File: src/logic/sbrc_pkg.sv
// Constants, register layout and state type for the standby retention block.
package sbrc_pkg;

  // Register indexes; the byte address is four times the index.
  localparam int IDX_W = 8;
  localparam logic [7:0] IDX_IO_CTRL = 8'h30;
  localparam logic [7:0] IDX_DIAG_CTRL = 8'h31;
  localparam logic [7:0] IDX_SWITCH_CTRL = 8'h32;
  localparam logic [7:0] IDX_STATUS = 8'h33;
  localparam logic [7:0] IDX_MISC = 8'h39;
  localparam int WORD_LSB = 2;

  // Standby configuration register: reset value, writable bits, fields.
  localparam int MISC_W = 16;
  localparam logic [15:0] MISC_RESET = 16'h0000;
  localparam logic [15:0] MISC_WR_MASK = 16'he1ff;
  localparam int ROUTE_BIT = 8;
  localparam int DIAG_KEEP_BIT = 7;
  localparam int OUT_KEEP_BIT = 6;
  localparam int SW_KEEP_BIT = 5;

  // Output control register: enables in the low byte, values above.
  localparam int FIELD_W = 8;
  localparam int IO_OE_LSB = 0;
  localparam int IO_VAL_LSB = 8;
  localparam int PIN2_INDEX = 2;

  // Diagnostic control register: error enables and clock select.
  localparam int ERR_LSB = 0;
  localparam int ERR_OV_BIT = 0;
  localparam int ERR_UV_BIT = 1;
  localparam int CLK_LSB = 8;
  localparam int CLK_W = 2;
  localparam logic [1:0] CLK_INTERNAL = 2'h0;

  // Switch control register: one switch setting per channel.
  localparam int SW_SET_LSB = 0;

  // Status register fields.
  localparam int ST_STANDBY = 0;
  localparam int ST_OSC = 1;
  localparam int ST_SWITCH = 2;
  localparam int ST_ROUTE = 3;
  localparam int ST_PIN_LSB = 8;
  localparam int ST_OE_LSB = 16;

  // Bus constants.
  localparam int TRANS_ACTIVE_BIT = 1;
  localparam logic HRESP_OKAY = 1'b0;
  localparam logic [31:0] READ_ZERO = 32'h0000_0000;

  // Bus slave phases.
  typedef enum logic [1:0] {
    BUS_IDLE = 2'b00,
    BUS_WRITE = 2'b01,
    BUS_READ_WAIT = 2'b10,
    BUS_READ_DONE = 2'b11
  } sbrc_bus_state_type;

endpackage

File: src/logic/sbrc_output_stage.sv
// Registered general output pin stage with standby gating and routing.
module sbrc_output_stage #(
  parameter int NUM_PINS = 4
) (
  input wire logic i_clock,
  input wire logic i_resetn,
  input wire logic i_standby,
  input wire logic i_route_en,
  input wire logic i_outputs_keep,
  input wire logic [NUM_PINS-1:0] i_pin_oe,
  input wire logic [NUM_PINS-1:0] i_pin_value,
  output logic [NUM_PINS-1:0] o_pin_out,
  output logic [NUM_PINS-1:0] o_pin_oe
);

  // Pin 2 must exist for the standby indication to be routed.
  if (NUM_PINS <= sbrc_pkg::PIN2_INDEX) begin : g_bad_pins
    $error("sbrc_output_stage needs more than two pins");
  end

  genvar p;
  for (p = 0; p < NUM_PINS; p++) begin : g_pin
    // Each pin is driven from a flip-flop so it never glitches on decode.
    always_ff @(posedge i_clock) begin
      if (!i_resetn) begin
        o_pin_out[p] <= 1'b0;
        o_pin_oe[p] <= 1'b0;
      end else if (p == sbrc_pkg::PIN2_INDEX && i_route_en) begin
        // Routed pin ignores its own fields: low in standby, high else.
        o_pin_oe[p] <= 1'b1;
        o_pin_out[p] <= !i_standby;
      end else if (i_standby && !i_outputs_keep) begin
        // Outputs released in standby unless kept alive.
        o_pin_oe[p] <= 1'b0;
        o_pin_out[p] <= 1'b0;
      end else begin
        // Ordinary output fields govern the pin.
        o_pin_oe[p] <= i_pin_oe[p];
        o_pin_out[p] <= i_pin_value[p];
      end
    end
  end

endmodule

File: src/logic/sbrc_standby_control.sv
// Standby retention control with its AHB-Lite register slave.
// Function
// - Routing bit set drives standby on pin2.
// - Routed pin2 low in standby, high converting.
// - Routing clear: pin2 follows its output fields.
// - Diagnostics kept in standby only if bit set.
// - Keep oscillator for kept, enabled voltage errors, internal.
// - Oscillator may stop in standby when unneeded.
// - Outputs kept in standby only if bit set.
// - Switch keep clear opens switch in standby.
// - Switch keep set: channel setting decides switch.
module sbrc_standby_control #(
  parameter int NUM_PINS = 4,
  parameter int NUM_ERR = 4,
  parameter int NUM_CH = 4,
  parameter int CH_W = 2
) (
  input wire logic i_clock,
  input wire logic i_resetn,
  input wire logic i_hsel,
  input wire logic [31:0] i_haddr,
  input wire logic [1:0] i_htrans,
  input wire logic i_hwrite,
  input wire logic [2:0] i_hsize,
  input wire logic [31:0] i_hwdata,
  input wire logic i_hready,
  output logic o_hreadyout,
  output logic [31:0] o_hrdata,
  output logic o_hresp,
  input wire logic i_standby,
  input wire logic [CH_W-1:0] i_active_channel,
  output logic [NUM_PINS-1:0] o_pin_out,
  output logic [NUM_PINS-1:0] o_pin_oe,
  output logic [NUM_ERR-1:0] o_diag_active,
  output logic o_osc_run,
  output logic o_switch_close
);

  // Field widths are fixed by the register layout. Pins and error enables
  // each own one byte of their register, and the switch settings share
  // the low half word of theirs.
  if (NUM_PINS < 3 || NUM_PINS > sbrc_pkg::FIELD_W) begin : g_bad_pins
    $error("NUM_PINS must lie between 3 and 8");
  end
  if (NUM_ERR < 2 || NUM_ERR > sbrc_pkg::FIELD_W) begin : g_bad_err
    $error("NUM_ERR must lie between 2 and 8");
  end
  if (NUM_CH < 1 || NUM_CH > (1 << CH_W) || NUM_CH > 16) begin : g_bad_ch
    $error("NUM_CH must fit the channel select and 16 bits");
  end
  // A channel select needs at least one bit to pick a setting.
  if (CH_W < 1) begin : g_bad_ch_w
    $error("CH_W must be at least one");
  end
  // The keep-alive and routing bits must sit inside the stored word.
  if (sbrc_pkg::ROUTE_BIT >= sbrc_pkg::MISC_W) begin : g_bad_misc
    $error("routing bit lies outside the standby register");
  end

  // Bus slave phase and the request taken from the address phase.
  sbrc_pkg::sbrc_bus_state_type state_q;
  sbrc_pkg::sbrc_bus_state_type state_d;
  logic [7:0] idx_q;
  logic accept;
  logic wr_commit;

  // Stored register fields.
  logic [15:0] misc_q;
  logic [NUM_PINS-1:0] pin_oe_q;
  logic [NUM_PINS-1:0] pin_val_q;
  logic [NUM_ERR-1:0] err_en_q;
  logic [1:0] clk_sel_q;
  logic [NUM_CH-1:0] sw_set_q;

  // Registered read path.
  logic [31:0] rdata_q;
  logic [31:0] rdata_d;

  // Decoded controls and the standby decisions built from them.
  logic route_en;
  logic diag_keep;
  logic out_keep;
  logic sw_keep;
  logic volt_err_en;
  logic osc_keep;
  logic sw_wanted;

  // The slave answers writes with no wait and reads with one wait state,
  // so read data always come from a register loaded after any write.
  // The wait state buys a registered read path: the multiplexer below
  // sees the index latched in the address phase and never the live bus.
  // Writes land at the end of their data phase, so a read that follows
  // directly still sees the new value. The response is always OKAY,
  // because nothing in this block can refuse a word.
  assign o_hreadyout = (state_q != sbrc_pkg::BUS_READ_WAIT);
  assign o_hresp = sbrc_pkg::HRESP_OKAY;
  assign o_hrdata = rdata_q;
  assign accept = i_hsel && i_hready
    && i_htrans[sbrc_pkg::TRANS_ACTIVE_BIT];
  assign wr_commit = (state_q == sbrc_pkg::BUS_WRITE);

  // Next phase of the bus slave. A read always passes through one wait
  // cycle; any other phase may take a new address phase at once, which
  // allows back to back transfers. An unused code falls back to idle,
  // so a corrupted phase can never hold the bus stalled.
  always_comb begin
    state_d = state_q;
    case (state_q)
      sbrc_pkg::BUS_READ_WAIT: begin
        state_d = sbrc_pkg::BUS_READ_DONE;
      end
      sbrc_pkg::BUS_IDLE,
      sbrc_pkg::BUS_WRITE,
      sbrc_pkg::BUS_READ_DONE: begin
        if (accept && i_hwrite) begin
          state_d = sbrc_pkg::BUS_WRITE;
        end else if (accept) begin
          state_d = sbrc_pkg::BUS_READ_WAIT;
        end else begin
          state_d = sbrc_pkg::BUS_IDLE;
        end
      end
      default: begin
        state_d = sbrc_pkg::BUS_IDLE;
      end
    endcase
  end

  // Bus phase and the latched register index. The index is kept from the
  // address phase because the write data only arrive one cycle later.
  always_ff @(posedge i_clock) begin
    if (!i_resetn) begin
      state_q <= sbrc_pkg::BUS_IDLE;
      idx_q <= 8'h00;
    end else begin
      state_q <= state_d;
      if (accept) begin
        idx_q <= i_haddr[sbrc_pkg::WORD_LSB +: sbrc_pkg::IDX_W];
      end
    end
  end

  // Standby configuration register; reserved bits 12:9 stay zero.
  // Bits 15 to 13 and 4 to 0 are stored so software reads back what it
  // wrote, but nothing in this block acts on them.
  always_ff @(posedge i_clock) begin
    if (!i_resetn) begin
      misc_q <= sbrc_pkg::MISC_RESET;
    end else if (wr_commit && idx_q == sbrc_pkg::IDX_MISC) begin
      misc_q <= i_hwdata[sbrc_pkg::MISC_W-1:0] & sbrc_pkg::MISC_WR_MASK;
    end
  end

  // Ordinary output enable and value fields for every pin. Pin 2 still
  // stores its fields while routing is on, so they apply again once the
  // routing bit is cleared.
  always_ff @(posedge i_clock) begin
    if (!i_resetn) begin
      pin_oe_q <= '0;
      pin_val_q <= '0;
    end else if (wr_commit && idx_q == sbrc_pkg::IDX_IO_CTRL) begin
      pin_oe_q <= i_hwdata[sbrc_pkg::IO_OE_LSB +: NUM_PINS];
      pin_val_q <= i_hwdata[sbrc_pkg::IO_VAL_LSB +: NUM_PINS];
    end
  end

  // Error enables and the conversion clock source. Only the voltage error
  // enables and the clock select feed the oscillator decision.
  always_ff @(posedge i_clock) begin
    if (!i_resetn) begin
      err_en_q <= '0;
      clk_sel_q <= sbrc_pkg::CLK_INTERNAL;
    end else if (wr_commit && idx_q == sbrc_pkg::IDX_DIAG_CTRL) begin
      err_en_q <= i_hwdata[sbrc_pkg::ERR_LSB +: NUM_ERR];
      clk_sel_q <= i_hwdata[sbrc_pkg::CLK_LSB +: sbrc_pkg::CLK_W];
    end
  end

  // Per-channel low-side switch settings; only the setting of the channel
  // that is active at the time is applied to the switch.
  always_ff @(posedge i_clock) begin
    if (!i_resetn) begin
      sw_set_q <= '0;
    end else if (wr_commit && idx_q == sbrc_pkg::IDX_SWITCH_CTRL) begin
      sw_set_q <= i_hwdata[sbrc_pkg::SW_SET_LSB +: NUM_CH];
    end
  end

  // Decoded keep-alive and routing controls. They take effect on the
  // edge after the write, as every output below is registered.
  assign route_en = misc_q[sbrc_pkg::ROUTE_BIT];
  assign diag_keep = misc_q[sbrc_pkg::DIAG_KEEP_BIT];
  assign out_keep = misc_q[sbrc_pkg::OUT_KEEP_BIT];
  assign sw_keep = misc_q[sbrc_pkg::SW_KEEP_BIT];

  // The oscillator is only worth keeping for voltage checks that use it.
  // Keeping it for other diagnostics would cost standby current and buy
  // nothing, and an external clock needs no internal oscillator at all.
  assign volt_err_en = err_en_q[sbrc_pkg::ERR_OV_BIT]
    || err_en_q[sbrc_pkg::ERR_UV_BIT];
  assign osc_keep = diag_keep && volt_err_en
    && (clk_sel_q == sbrc_pkg::CLK_INTERNAL);
  // A channel number beyond the stored settings leaves the switch open,
  // so an oversized select field can never read past the setting bits.
  assign sw_wanted = (int'(i_active_channel) < NUM_CH)
    && sw_set_q[i_active_channel];

  // Diagnostics run while converting, and in standby only if kept.
  // Dropping them in standby is the low-power default after reset.
  always_ff @(posedge i_clock) begin
    if (!i_resetn) begin
      o_diag_active <= '0;
    end else if (i_standby && !diag_keep) begin
      o_diag_active <= '0;
    end else begin
      o_diag_active <= err_en_q;
    end
  end

  // Stopping the oscillator in standby saves power; voltage detection
  // would misbehave without it, so it stays up when that is enabled and kept, on the internal clock.
  // It is requested at reset so conversions can start straight away.
  always_ff @(posedge i_clock) begin
    if (!i_resetn) begin
      o_osc_run <= 1'b1;
    end else begin
      o_osc_run <= !i_standby || osc_keep;
    end
  end

  // Low-side switch: channel setting decides unless standby drops it.
  // Opening the switch in standby saves the bridge excitation current
  // while the converter is idle; software keeps it closed on purpose
  // only when a sensor must stay biased.
  always_ff @(posedge i_clock) begin
    if (!i_resetn) begin
      o_switch_close <= 1'b0;
    end else if (i_standby && !sw_keep) begin
      o_switch_close <= 1'b0;
    end else begin
      o_switch_close <= sw_wanted;
    end
  end

  // General output pins, including the standby indication on pin 2.
  // The stage registers every pin, so a routed pin 2 follows standby one
  // edge late, in step with the other outputs of this block.
  sbrc_output_stage #(
    .NUM_PINS(NUM_PINS)
  ) u_output_stage (
    .i_clock(i_clock),
    .i_resetn(i_resetn),
    .i_standby(i_standby),
    .i_route_en(route_en),
    .i_outputs_keep(out_keep),
    .i_pin_oe(pin_oe_q),
    .i_pin_value(pin_val_q),
    .o_pin_out(o_pin_out),
    .o_pin_oe(o_pin_oe)
  );

  // Read multiplexer; unmapped indexes read as zero. The status word shows
  // the registered outputs, so software sees what the pins really do,
  // including a routed pin 2 and any standby gating.
  always_comb begin
    rdata_d = sbrc_pkg::READ_ZERO;
    case (idx_q)
      sbrc_pkg::IDX_MISC: begin
        rdata_d[sbrc_pkg::MISC_W-1:0] = misc_q;
      end
      sbrc_pkg::IDX_IO_CTRL: begin
        rdata_d[sbrc_pkg::IO_OE_LSB +: NUM_PINS] = pin_oe_q;
        rdata_d[sbrc_pkg::IO_VAL_LSB +: NUM_PINS] = pin_val_q;
      end
      sbrc_pkg::IDX_DIAG_CTRL: begin
        rdata_d[sbrc_pkg::ERR_LSB +: NUM_ERR] = err_en_q;
        rdata_d[sbrc_pkg::CLK_LSB +: sbrc_pkg::CLK_W] = clk_sel_q;
      end
      sbrc_pkg::IDX_SWITCH_CTRL: begin
        rdata_d[sbrc_pkg::SW_SET_LSB +: NUM_CH] = sw_set_q;
      end
      sbrc_pkg::IDX_STATUS: begin
        rdata_d[sbrc_pkg::ST_STANDBY] = i_standby;
        rdata_d[sbrc_pkg::ST_OSC] = o_osc_run;
        rdata_d[sbrc_pkg::ST_SWITCH] = o_switch_close;
        rdata_d[sbrc_pkg::ST_ROUTE] = route_en;
        rdata_d[sbrc_pkg::ST_PIN_LSB +: NUM_PINS] = o_pin_out;
        rdata_d[sbrc_pkg::ST_OE_LSB +: NUM_PINS] = o_pin_oe;
      end
      default: begin
        rdata_d = sbrc_pkg::READ_ZERO;
      end
    endcase
  end

  // Read data are captured in the wait cycle and held until next read.
  // Holding them lets a slow master sample the word at any later edge.
  always_ff @(posedge i_clock) begin
    if (!i_resetn) begin
      rdata_q <= sbrc_pkg::READ_ZERO;
    end else if (state_q == sbrc_pkg::BUS_READ_WAIT) begin
      rdata_q <= rdata_d;
    end
  end

endmodule

File: config.mk
export PLATFORM = sky130hd
export DESIGN_NAME = sbrc_standby_control
export DESIGN_NICKNAME = d
export VERILOG_FILES = /design/src/logic/sbrc_pkg.sv /design/src/logic/sbrc_output_stage.sv /design/src/logic/sbrc_standby_control.sv
export SDC_FILE = /design/constraint.sdc
export NUM_CORES = 1
export LEC_CHECK = 0
export BUFFER_PORTS_ARGS = -buffer_cell sky130_fd_sc_hd__buf_2
export CAP_MARGIN = 20
export CORE_MARGIN = 2
export CORE_UTILIZATION = 50
export DETAILED_ROUTE_END_ITERATION = 12
export HOLD_SLACK_MARGIN = 0.12
export PLACE_DENSITY = 0.82
export SYNTH_ARGS = -nofsm -noshare
export SYNTH_HDL_FRONTEND = slang
export SYNTH_SLANG_ARGS = --single-unit
File: constraint.sdc
create_clock -name i_clock -period 5 [get_ports i_clock]
set_clock_uncertainty 0.15 [all_clocks]
set_input_delay 0.5 -clock i_clock [delete_from_list [all_inputs] [get_ports i_clock]]
set_output_delay 0.5 -clock i_clock [all_outputs]
set_load 0.005 [all_outputs]
==> results of run 1 <==
## synthesized netlist by cell type, drive strengths merged (3+ instances only)
| cell | count |
|---|---|
| a22oi | 9 |
| mux4 | 4 |
| a22o | 5 |
| clkbuf | 11 |
| and2 | 14 |
| and3 | 3 |
| nand3 | 26 |
| nor2b | 7 |
| nand2b | 3 |
| nor2 | 8 |
| a21boi | 12 |
| o21ai | 33 |
| dfxtp | 73 |
| mux2i | 6 |
| buf | 24 |
| inv | 4 |
| nand3b | 4 |
| nor3 | 3 |
| a32oi | 4 |
| nand2 | 55 |
## flip-flops by register name, summed over array words and instances, names as in the netlist
| signal | count |
|---|---|
| clk_sel_q | 2 |
| err_en_q | 4 |
| idx_q | 8 |
| misc_q | 12 |
| o_diag_active | 4 |
| o_hrdata | 19 |
| o_osc_run | 1 |
| o_switch_close | 1 |
| pin_oe_q | 4 |
| pin_val_q | 4 |
| state_q | 2 |
| sw_set_q | 4 |
| u_output_stage.o_pin_oe | 4 |
| u_output_stage.o_pin_out | 4 |
## layer usage
layer | GRT usage, % | up-vias
li1 | - | 1220
met1 | 27.2 | 1151
met2 | 33.4 | 83
met3 | 3.59 | 13
met4 | 10.3 | 0
met5 | 0 | -
## layout make-up
| type | instances | share of cell area (%) |
|---|---|---|
| flip-flops and latches | 73 | 40.9 |
| multi-input cells | 228 | 40.4 |
| repair buffers | 67 | 9.51 |
| clock buffers | 14 | 4.55 |
| well taps | 75 | 2.62 |
| clock inverters | 2 | 1.68 |
| inverters | 4 | 0.420 |
## kinds of logic after synthesis
kind of cell / after synthesis / share of synthesized area (%)
AOI/OAI and AO/OA: 69 / 15.5
DFF: 73 / 47.2
and+or+nand+nor: 134 / 24.2
other: 1 / 0.121
muxes: 11 / 5.21
buffers and inverters: 39 / 7.83
## worst paths after layout
| path | from | end | slack, ns | cells after the start |
|---|---|---|---|---|
| min reg2reg | o_hrdata[1] | o_hrdata[1] | 0.28 | 2 |
| min | i_hwdata[15] | misc_q[15] | 0.24 | 3 |
| max | idx_q[3] | pin_oe_q[2] | 2.93 | 3 |
| max reg2reg | idx_q[3] | pin_oe_q[2] | 2.93 | 3 |
## through the flow
| step | power (µW) | util [%] | instance area, µm² | hold slack (ns) |
|---|---|---|---|---|
| 2_1_floorplan | 641 | - | 3150 | 0.281 |
| 3_3_place_gp | 650 | 56.3 | 3350 | 0.269 |
| 3_5_place_dp | 651 | 56.3 | 3350 | 0.277 |
| 4_1_cts | 1150 | 60.1 | 3580 | 0.235 |
| 5_1_grt | 1180 | 60.1 | 3580 | 0.256 |
| 6_report | 1150 | 60.1 | 3580 | 0.240 |
## report_power, final
part / internal [µW] / switching, µW / total (µW)
registers: 584 / 5.41 / 590
clock network: 309 / 201 / 510
logic: 18.5 / 30.0 / 48.4
total: 912 / 236 / 1150
## cells in the final DEF (no fill, tap or decap), types with 2 or more instances in the layout
master / synthesis / final
sky130_fd_sc_hd__nor4_4: 2 / 2
sky130_fd_sc_hd__a22o_1: 5 / 5
sky130_fd_sc_hd__a31o_2: 2 / 2
sky130_fd_sc_hd__nand2b_1: 3 / 3
sky130_fd_sc_hd__o21ai_0: 25 / 25
sky130_fd_sc_hd__buf_4: 15 / 2
sky130_fd_sc_hd__a32oi_1: 4 / 4
sky130_fd_sc_hd__nand2_1: 55 / 55
sky130_fd_sc_hd__nor2b_1: 7 / 7
sky130_fd_sc_hd__nor2_1: 8 / 8
sky130_fd_sc_hd__inv_1: 4 / 4
sky130_fd_sc_hd__mux2i_1: 6 / 6
sky130_fd_sc_hd__and2_1: 14 / 14
sky130_fd_sc_hd__a22oi_1: 9 / 9
sky130_fd_sc_hd__nor3_1: 2 / 2
sky130_fd_sc_hd__mux4_2: 4 / 4
sky130_fd_sc_hd__clkbuf_8: 0 / 11
sky130_fd_sc_hd__a21boi_0: 12 / 12
sky130_fd_sc_hd__dfxtp_1: 73 / 73
sky130_fd_sc_hd__buf_2: 2 / 65
sky130_fd_sc_hd__o21ai_2: 8 / 8
sky130_fd_sc_hd__nand3_1: 26 / 26
sky130_fd_sc_hd__clkbuf_1: 11 / 3
sky130_fd_sc_hd__nand3b_1: 2 / 2
sky130_fd_sc_hd__conb_1: 1 / 14
sky130_fd_sc_hd__and3_1: 3 / 3
sky130_fd_sc_hd__bufinv_16: 0 / 2
## worst max-delay path, delay by kind of cell (launching register included)
family / cells / cell delay, ns
flops: 1 / 0.49
compound gates: 1 / 0.44
simple gates: 2 / 0.88
==> tab_implementation.tex, run 1 <==
\begin{tabular}{lr}
\hline
Metric & Value \\
\hline
\multicolumn{2}{l}{\textbf{Final layout}} \\
\quad Combined flip-flop and latch cell area & 0.00146 mm² \\
\quad Diodes inserted & 0 \\
\quad Share of cells above drive strength 1 & 26.5\% \\
\quad Fillers & 532 \\
\quad Final cell count without fillers & 463 \\
\quad Multi-input combinational cell area & 0.00144 mm² \\
\quad Area Growth Syn to Fin & 15.4\% \\
\quad Net count reported at finish & 460 \\
\multicolumn{2}{l}{\textbf{STA}} \\
\quad Setup WS post-layout & 2.93 ns \\
\quad Hold violation total from the final report & 0 \\
\quad Unrepaired setup endpoints after global routing & false \\
\quad Slew of the pin with the lowest slew margin & 0.683 ns \\
\quad Highest clock rate & 484 MHz \\
\quad Final worst-path cycle share & 41.3\% \\
\quad Period minus WS final & 2.07 ns \\
\quad Total Negative Setup Slacks & 0 ns \\
\quad Relative max-transition margin & 54.1\% \\
\quad Max-slew violation count & 0 \\
\quad Number of setup violations in the final report & 0 \\
\multicolumn{2}{l}{\textbf{Detailed routing}} \\
\quad Met3 routed wirelength & 391 µm \\
\quad Highest routing layer actually used & met4 \\
\quad Total wirelength of the detailed-routed design & 6620 µm \\
\quad Wire length the detailed router placed on met1 & 2920 µm \\
\quad Number of remaining DRC errors & 0 \\
\quad Ratio of routed vias to standard cells & 5.33 \\
\quad Router iterations before antenna repair & 5 \\
\quad Number of DRC markers after the initial detailed-route iteration & 158 \\
\quad Wirelength per Cell & 14.3 µm \\
\quad Remaining number of nets flagged by the antenna check after routing & 0 \\
\quad Vias after detailed routing & 2,467 \\
\quad Routed wire length on met2 & 3150 µm \\
\multicolumn{2}{l}{\textbf{Clocking}} \\
\quad Clock H-tree levels & 3 \\
\quad Hold bufs inserted after CTS & 0 \\
\quad TritonCTS Buffers & 9 \\
\quad Total number of clock tree sinks & 73 \\
\quad Clock tree from TritonCTS & yes \\
\quad Post-CTS clock slew at the launch and capture registers of the worst setup and hold paths & 0.07 ns \\
\quad Clock root cell & sky130\_fd\_sc\_hd\_\_clkbuf\_8 \\
\quad \# Post-CTS Setup Buffers & 0 \\
\quad Clock buffer depth & 2 \\
\quad Clock latency on the worst-skew pair & 0.34 ns \\
\quad Number of gates resized after cts & 0 \\
\multicolumn{2}{l}{\textbf{Synthesis}} \\
\quad Post-synthesis sequential area ratio & 47.2\% \\
\quad Fraction of registers with async set/reset & 0\% \\
\quad Post-synthesis average cell area & 9.48 µm² \\
\quad Cells taking the most area after synthesis & sky130\_fd\_sc\_hd\_\_dfxtp\_1 47\%, sky130\_fd\_sc\_hd\_\_nand2\_1 6.7\%, sky130\_fd\_sc\_hd\_\_nand3\_1 4.2\%, sky130\_fd\_sc\_hd\_\_o21ai\_0 4.0\%, sky130\_fd\_sc\_hd\_\_buf\_4 3.6\% \\
\quad Synthesized instance count & 327 \\
\quad Yosys top cell area share & 47.2\% \\
\quad Netlist area before placement & 0.00310 mm² \\
\quad Number of warnings printed during yosys synthesis & 0 \\
\quad Most used DFF post-synth & sky130\_fd\_sc\_hd\_\_dfxtp\_1 \\
\quad FF+latch count, synth & 73 \\
\quad Post-synth top area cell & sky130\_fd\_sc\_hd\_\_dfxtp\_1 \\
\quad Library cells used by synthesis & 44 \\
\quad EDFF count, synth & 0 \\
\multicolumn{2}{l}{\textbf{Floorplanning}} \\
\quad Core Area & 0.00596 mm² \\
\quad I/O pin cnt & 125 \\
\quad Row count & 28 \\
\quad Effective utilization at floorplan & 52.0\% \\
\quad Chip Width & 82.7 µm \\
\quad Die Ht & 82.7 µm \\
\quad Die Area & 0.00684 mm² \\
\multicolumn{2}{l}{\textbf{Setup path}} \\
\quad Critical path endpoint category & register \\
\quad Signal arrival time at the worst endpoint & 2.15 ns \\
\quad Cells along the critical path & nor3\_1 -> nand4b\_1 -> a31o\_2 \\
\quad Type of element launching the critical path & register \\
\quad Maximum net fanout on the critical path & 16 \\
\quad Library cell contributing the largest single delay on the critical path & sky130\_fd\_sc\_hd\_\_nand4b\_1 \\
\quad Data required time at the worst endpoint & 5.08 ns \\
\quad Category of the critical setup timing path & reg2reg \\
\quad Worst stage delay on the critical path & 0.53 ns \\
\multicolumn{2}{l}{\textbf{Global route}} \\
\quad Wire length of the first global-routing pass & 10,600 µm \\
\quad Total routing usage reported by global routing & 20.9\% \\
\quad Number of antenna violations at the first check in global routing & 0 \\
\quad Maximum number of pins on one net before global-route repair & 55 \\
\quad GRT overflow & 0 \\
\quad Vias in the first global route & 2,287 \\
\multicolumn{2}{l}{\textbf{Flow run}} \\
\quad Maximum Capacitance Violations & 0 \\
\multicolumn{2}{l}{\textbf{Placed design}} \\
\quad Cells after DPL & 447 \\
\quad Final HPWL from detailed placement & 4760 µm \\
\quad Pre-CTS setup slack & 2.85 ns \\
\quad Global placement routability congestion & 0.864 \\
\quad Port buffer count & 65 \\
\multicolumn{2}{l}{\textbf{Power}} \\
\quad Static leakage & 0.00154 µW \\
\quad PwrDens & 321 mW/mm² \\
\quad Worst vdd ir & 0.185 mV \\
\multicolumn{2}{l}{\textbf{Min path}} \\
\quad Hold Path Class & in2reg \\
\multicolumn{2}{l}{\textbf{Outcome}} \\
\quad Outcome & finished, final reports clean \\
\hline
\end{tabular}
Note: power is estimated with default switching activity, not from simulation.
==> run 2: changes to the inputs <==
- CORE_UTILIZATION: 50 -> 43
- PLACE_DENSITY: 0.82 -> 0.75
- clock period: 5 -> 1.9 ns (I/O delays scaled with it)
==> run 2 against run 1 <==
Fmax rose by 16%. Critical path type unchanged. Register-to-register slack got worse by 2.8 ns. Count of clock-buffer cells in the layout fell by 3. Critical endpoint is now o_hrdata[1]. Final cell count rose by 13%. Global-route usage fell by 1.6 points.
==> tab_implementation.tex, run 2 (synthesized netlist as in run 1, its figures left out) <==
\begin{tabular}{lr}
\hline
Metric & Value \\
\hline
\multicolumn{2}{l}{\textbf{Outcome}} \\
\quad Outcome & finished, final reports clean \\
\multicolumn{2}{l}{\textbf{Placed design}} \\
\quad Final HPWL from detailed placement & 5260 µm \\
\quad Area post-placement & 0.00350 mm² \\
\quad Global placement routability congestion & 0.867 \\
\quad Port buffer count & 65 \\
\multicolumn{2}{l}{\textbf{Detailed routing}} \\
\quad Vias after detailed routing & 2,607 \\
\quad Router iterations before antenna repair & 4 \\
\quad Total wirelength of the detailed-routed design & 7320 µm \\
\quad Number of remaining DRC errors & 0 \\
\quad Number of DRC markers after the initial detailed-route iteration & 161 \\
\quad Remaining number of nets flagged by the antenna check after routing & 0 \\
\quad Ratio of routed vias to standard cells & 4.99 \\
\quad Wirelength per Cell & 14.0 µm \\
\multicolumn{2}{l}{\textbf{STA}} \\
\quad Max-slew violation count & 0 \\
\quad Final worst-path cycle share & 93.5\% \\
\quad Unrepaired setup endpoints after global routing & false \\
\quad Highest clock rate & 563 MHz \\
\quad Total Negative Setup Slacks & 0 ns \\
\quad Number of setup violations in the final report & 0 \\
\quad Hold violation total from the final report & 0 \\
\quad Period minus WS final & 1.78 ns \\
\multicolumn{2}{l}{\textbf{Setup path}} \\
\quad Maximum net fanout on the critical path & 8 \\
\quad Signal arrival time at the worst endpoint & 1.86 ns \\
\quad Category of the critical setup timing path & reg2reg \\
\quad Worst reg2reg startpoint & idx\_q[0] \\
\quad Type of element launching the critical path & register \\
\quad Data required time at the worst endpoint & 1.98 ns \\
\quad Worst setup startpoint & idx\_q[0] \\
\quad Critical path endpoint category & register \\
\quad Flop-to-flop setup slack & 0.12 ns \\
\multicolumn{2}{l}{\textbf{Clocking}} \\
\quad Clock tree from TritonCTS & yes \\
\quad Clock buffer depth & 2 \\
\quad Clock root cell & sky130\_fd\_sc\_hd\_\_clkbuf\_8 \\
\quad \# Post-CTS Setup Buffers & 0 \\
\quad Total number of clock tree sinks & 73 \\
\quad Clock H-tree levels & 3 \\
\quad Clock latency on the worst-skew pair & 0.34 ns \\
\quad TritonCTS Buffers & 9 \\
\quad Post-CTS clock slew at the launch and capture registers of the worst setup and hold paths & 0.08 ns \\
\quad Number of gates resized after cts & 0 \\
\quad Hold bufs inserted after CTS & 25 \\
\multicolumn{2}{l}{\textbf{Min path}} \\
\quad Hold Path Class & in2reg \\
\quad Launch instance of the worst min-delay path & i\_active\_channel[1] \\
\multicolumn{2}{l}{\textbf{Final layout}} \\
\quad Number of flip-flops in the largest register & 19 \\
\quad Commonest non-fill, non-tap cells in the layout & 73 x sky130\_fd\_sc\_hd\_\_dfxtp\_1, 65 x sky130\_fd\_sc\_hd\_\_buf\_2, 55 x sky130\_fd\_sc\_hd\_\_nand2\_1 \\
\quad Fillers & 604 \\
\quad Post-layout instance area & 0.00394 mm² \\
\quad Diodes inserted & 0 \\
\quad Net count reported at finish & 498 \\
\quad Share of cells above drive strength 1 & 27.5\% \\
\quad Area Growth Syn to Fin & 27.2\% \\
\quad Leading cell type in the layout, fill and taps excluded & sky130\_fd\_sc\_hd\_\_dfxtp\_1 \\
\multicolumn{2}{l}{\textbf{Floorplanning}} \\
\quad Effective utilization at floorplan & 45.1\% \\
\quad Core Area & 0.00687 mm² \\
\quad Row count & 30 \\
\quad I/O pin cnt & 125 \\
\quad Chip Width & 88.9 µm \\
\quad Die Area & 0.00790 mm² \\
\quad Die Ht & 88.9 µm \\
\multicolumn{2}{l}{\textbf{Power}} \\
\quad Static leakage & 0.00169 µW \\
\quad PwrDens & 737 mW/mm² \\
\quad Worst vdd ir & 0.353 mV \\
\multicolumn{2}{l}{\textbf{Global route}} \\
\quad Vias in the first global route & 2,444 \\
\quad Wire length of the first global-routing pass & 11,600 µm \\
\quad Total routing usage reported by global routing & 19.3\% \\
\quad Number of antenna violations at the first check in global routing & 0 \\
\quad GRT overflow & 0 \\
\quad Maximum number of pins on one net before global-route repair & 25 \\
\multicolumn{2}{l}{\textbf{Flow run}} \\
\quad Maximum Capacitance Violations & 0 \\
\hline
\end{tabular}
run 2: worst paths after layout:
kind / end / cells after the start
worst max-delay path: o_hrdata[1] / 4
worst min-delay path: o_switch_close / 3
worst max register to register: o_hrdata[1] / 4
worst min register to register: o_hrdata[3] / 2
run 2: stage by stage:
step	cells	power (µW)	setup WS, ns	util (%)	hold WS [ns]
detailed placement	481	1730	0.136	51.0	0.273
CTS	522	2910	0.123	57.4	0.122
global route	522	2990	0.0377	57.4	0.136
floorplan	340	1690	0.274	-	0.112
global placement	481	1720	0.164	51.0	0.265
finish	522	2910	0.124	57.4	0.132
run 2: worst max-delay path, cell delays in order, from the launching register on:
cell and delay [ns]:
sky130_fd_sc_hd__dfxtp_1 0.53, sky130_fd_sc_hd__buf_12 0.16, sky130_fd_sc_hd__mux4_2 0.49, sky130_fd_sc_hd__a32oi_1 0.24, sky130_fd_sc_hd__nand2_1 0.09
run 2: final cells by class:
class                           instances  area (µm²)  area share (%)
Multi-Input combinational cell        228        1440            36.6
Timing Repair Buffer                  105         713            18.1
Clock buffer                           11         131            3.33
Clock inverter                          5        56.3            1.43
Tap cell                               96         120            3.05
Sequential cell                        73        1460            37.1
Inverter                                4        15.0           0.381
run 2: report_power, final:
group,switching [µW],total (µW),internal [µW],leakage [µW]
Sequential,8.87,1550,1540,0.000589
Clock,567,1170,605,0.0000933
Combinational,95.3,188,92.9,0.00101
run 2: layer usage:
layer  vias up  GRT usage [%]  wire (µm)
met5         -              0          0
met4         0           8.54        182
met3        16           3.42        315
met2        76           32.4       3540
met1      1215           24.4       3290
li1       1300              -          -
==> run 3: changes to the inputs <==
- ABC_AREA: not set -> 1
- PLACE_DENSITY: 0.75 -> 0.76
==> run 3 against run 2 <==
Final cell count rose by 5.7%. Worst setup slack improved by 0.11 ns. Non-clock buffer count is 4 lower. Sequential power barely moved. Global-route usage decreased by 0.26 points. Count of clock-buffer cells in the layout up 1. Wire length fell by 4.0%. First-iteration DRC count up 32%. Largest cell class unchanged.
==> tab_implementation.tex, run 3 <==
\begin{tabular}{lr}
\hline
Metric & Value \\
\hline
\multicolumn{2}{l}{\textbf{Setup path}} \\
\quad Data required time at the worst endpoint & 1.56 ns \\
\quad Category of the critical setup timing path & reg2out \\
\quad Worst setup startpoint & state\_q[1] \\
\quad Critical path endpoint category & output pin \\
\quad Worst reg2reg startpoint & idx\_q[2] \\
\quad Signal arrival time at the worst endpoint & 1.32 ns \\
\quad Maximum net fanout on the critical path & 9 \\
\quad Logic depth of the worst register-to-register path & 6 \\
\quad Type of element launching the critical path & register \\
\multicolumn{2}{l}{\textbf{Floorplanning}} \\
\quad Die Area & 0.00762 mm² \\
\quad Chip Width & 87.3 µm \\
\quad Die Ht & 87.3 µm \\
\quad Effective utilization at floorplan & 44.2\% \\
\quad Row count & 30 \\
\quad I/O pin cnt & 125 \\
\quad Core Area & 0.00676 mm² \\
\multicolumn{2}{l}{\textbf{Synthesis}} \\
\quad Yosys top cell area share & 49.0\% \\
\quad Post-synth top area cell & sky130\_fd\_sc\_hd\_\_dfxtp\_1 \\
\quad Fraction of registers with async set/reset & 0\% \\
\quad Combinational family with the most area after synthesis & compound AO/OA/AOI/OAI gates \\
\quad Library cells used by synthesis & 28 \\
\quad Post-synthesis average cell area & 8.00 µm² \\
\quad Most numerous cell types in the synthesized netlist & 73 x sky130\_fd\_sc\_hd\_\_dfxtp\_1, 61 x sky130\_fd\_sc\_hd\_\_o21ai\_0, 52 x sky130\_fd\_sc\_hd\_\_a21oi\_1 \\
\quad Most used DFF post-synth & sky130\_fd\_sc\_hd\_\_dfxtp\_1 \\
\quad EDFF count, synth & 0 \\
\quad Simple-gate share of the synthesized area & 17.6\% \\
\quad Xor and xnor fraction of the mapped netlist area & 0\% \\
\quad Post-synthesis sequential area ratio & 49.0\% \\
\quad FF+latch count, synth & 73 \\
\quad Mux cell area share after synthesis & 0\% \\
\quad Count leader, synth & sky130\_fd\_sc\_hd\_\_dfxtp\_1 \\
\quad Cells taking the most area after synthesis & sky130\_fd\_sc\_hd\_\_dfxtp\_1 49\%, sky130\_fd\_sc\_hd\_\_o21ai\_0 10\%, sky130\_fd\_sc\_hd\_\_a21oi\_1 8.7\%, sky130\_fd\_sc\_hd\_\_nand2\_1 5.7\%, sky130\_fd\_sc\_hd\_\_inv\_1 4.5\% \\
\quad Number of warnings printed during yosys synthesis & 0 \\
\quad Netlist area before placement & 0.00298 mm² \\
\quad Adder and majority gate portion of the synthesized area & 0\% \\
\quad Synthesized instance count & 373 \\
\quad Fraction of the mapped netlist area in compound gates & 20.8\% \\
\multicolumn{2}{l}{\textbf{STA}} \\
\quad Number of setup violations in the final report & 0 \\
\quad Final worst-path cycle share & 87.4\% \\
\quad Max-slew violation count & 0 \\
\quad Hold violation total from the final report & 0 \\
\quad Relative max-transition margin & 64.9\% \\
\quad Total Negative Setup Slacks & 0 ns \\
\quad Period minus WS final & 1.66 ns \\
\quad Highest clock rate & 602 MHz \\
\quad Slew of the pin with the lowest slew margin & 0.521 ns \\
\quad Unrepaired setup endpoints after global routing & false \\
\multicolumn{2}{l}{\textbf{Power}} \\
\quad Worst vdd ir & 0.527 mV \\
\quad PwrDens & 799 mW/mm² \\
\quad Static leakage & 0.00160 µW \\
\multicolumn{2}{l}{\textbf{Detailed routing}} \\
\quad Number of DRC markers after the initial detailed-route iteration & 213 \\
\quad Total wirelength of the detailed-routed design & 7030 µm \\
\quad Number of remaining DRC errors & 0 \\
\quad Router iterations before antenna repair & 4 \\
\quad Ratio of routed vias to standard cells & 4.91 \\
\quad Vias after detailed routing & 2,712 \\
\quad Wirelength per Cell & 12.7 µm \\
\quad Remaining number of nets flagged by the antenna check after routing & 0 \\
\multicolumn{2}{l}{\textbf{Outcome}} \\
\quad Outcome & finished, final reports clean \\
\multicolumn{2}{l}{\textbf{Flow run}} \\
\quad Maximum Capacitance Violations & 0 \\
\multicolumn{2}{l}{\textbf{Final layout}} \\
\quad Fillers & 596 \\
\quad Diodes inserted & 0 \\
\quad Combined flip-flop and latch cell area & 0.00146 mm² \\
\quad Number of flip-flops in the largest register & 19 \\
\quad Multi-input combinational cell area & 0.00120 mm² \\
\quad Leading cell type in the layout, fill and taps excluded & sky130\_fd\_sc\_hd\_\_dfxtp\_1 \\
\quad Area Growth Syn to Fin & 27.2\% \\
\quad Final cell count without fillers & 552 \\
\quad Commonest non-fill, non-tap cells in the layout & 73 x sky130\_fd\_sc\_hd\_\_dfxtp\_1, 65 x sky130\_fd\_sc\_hd\_\_buf\_2, 61 x sky130\_fd\_sc\_hd\_\_o21ai\_0 \\
\quad Net count reported at finish & 544 \\
\quad Share of cells above drive strength 1 & 22.2\% \\
\multicolumn{2}{l}{\textbf{Clocking}} \\
\quad TritonCTS Buffers & 9 \\
\quad Total number of clock tree sinks & 73 \\
\quad \# Post-CTS Setup Buffers & 0 \\
\quad Clock latency on the worst-skew pair & 0.35 ns \\
\quad Number of gates resized after cts & 0 \\
\quad Clock root cell & sky130\_fd\_sc\_hd\_\_clkbuf\_8 \\
\quad Clock H-tree levels & 3 \\
\quad Clock tree from TritonCTS & yes \\
\quad Post-CTS clock slew at the launch and capture registers of the worst setup and hold paths & 0.07 ns \\
\quad Clock buffer depth & 2 \\
\quad Hold bufs inserted after CTS & 29 \\
\multicolumn{2}{l}{\textbf{Global route}} \\
\quad Maximum number of pins on one net before global-route repair & 20 \\
\quad Vias in the first global route & 2,495 \\
\quad Total routing usage reported by global routing & 19.0\% \\
\quad Wire length of the first global-routing pass & 11,300 µm \\
\quad Number of antenna violations at the first check in global routing & 0 \\
\quad GRT overflow & 0 \\
\multicolumn{2}{l}{\textbf{Min path}} \\
\quad Launch instance of the worst min-delay path & misc\_q[0] \\
\quad Hold path depth & 2 \\
\quad Hold Path Class & reg2reg \\
\multicolumn{2}{l}{\textbf{Placed design}} \\
\quad Cells after DPL & 507 \\
\quad Port buffer count & 65 \\
\quad Final HPWL from detailed placement & 4980 µm \\
\quad Global placement routability congestion & 0.923 \\
\hline
\end{tabular}
==> run 3: routing by layer <==
layer  up-vias  global-route usage [%]  wire [µm]
li1       1391                       -          -
met1      1224                    23.7       3230
met2        84                    30.9       3300
met3        13                    5.78        378
met4         0                    7.27        116
met5         -                       0          0
==> run 3: cells by family (layout without fill, tap and decap cells) <==
kind of cell    after synthesis  after routing
flops                        73             73
compound gates              120            120
buf+inv                      70            156
other cells                   1             14
simple gates                109            109
==> run 3: report_power, final <==
group	total (µW)	switching, µW	internal [µW]	leakage, µW
clock	1230	552	679	0.000103
combinational	237	127	110	0.000903
sequential	1570	12.0	1550	0.000590
total	3030	691	2340	0.00160
==> run 3: worst max-delay path: stages, from the launching register on <==
cell and delay (ns):
sky130_fd_sc_hd__dfxtp_1 0.31, sky130_fd_sc_hd__inv_1 0.05, sky130_fd_sc_hd__nor2_2 0.28, sky130_fd_sc_hd__inv_1 0.18
sky130_fd_sc_hd__buf_2 0.16
==> run 3: layout make-up <==
cell class                      instances  share of cell area, %
Multi-Input combinational cell        243                   31.6
Sequential cell                        73                   38.5
Clock inverter                          4                   1.35
Timing Repair Buffer                  101                   17.9
Inverter                               39                   3.92
Tap cell                               80                   2.64
Clock buffer                           12                   4.09
==> run 3: path summary, 6_finish.rpt <==
path	to	slack (ns)
worst max register to register	sw_set_q[0]	0.33
worst min register to register	misc_q[0]	0.30
worst min-delay path	misc_q[0]	0.30
worst max-delay path	o_hreadyout	0.24
==> run 3: per-stage QoR <==
stage	power [µW]	setup slack, ns	area, µm²	hold slack, ns	util (%)
5_1_grt	3170	0.135	3800	0.321	56.2
3_3_place_gp	1790	0.398	3300	0.282	48.8
2_1_floorplan	1730	0.561	3030	0.125	-
4_1_cts	3060	0.217	3800	0.291	56.2
3_5_place_dp	1790	0.346	3300	0.288	48.8
6_report	3030	0.239	3800	0.296	56.2
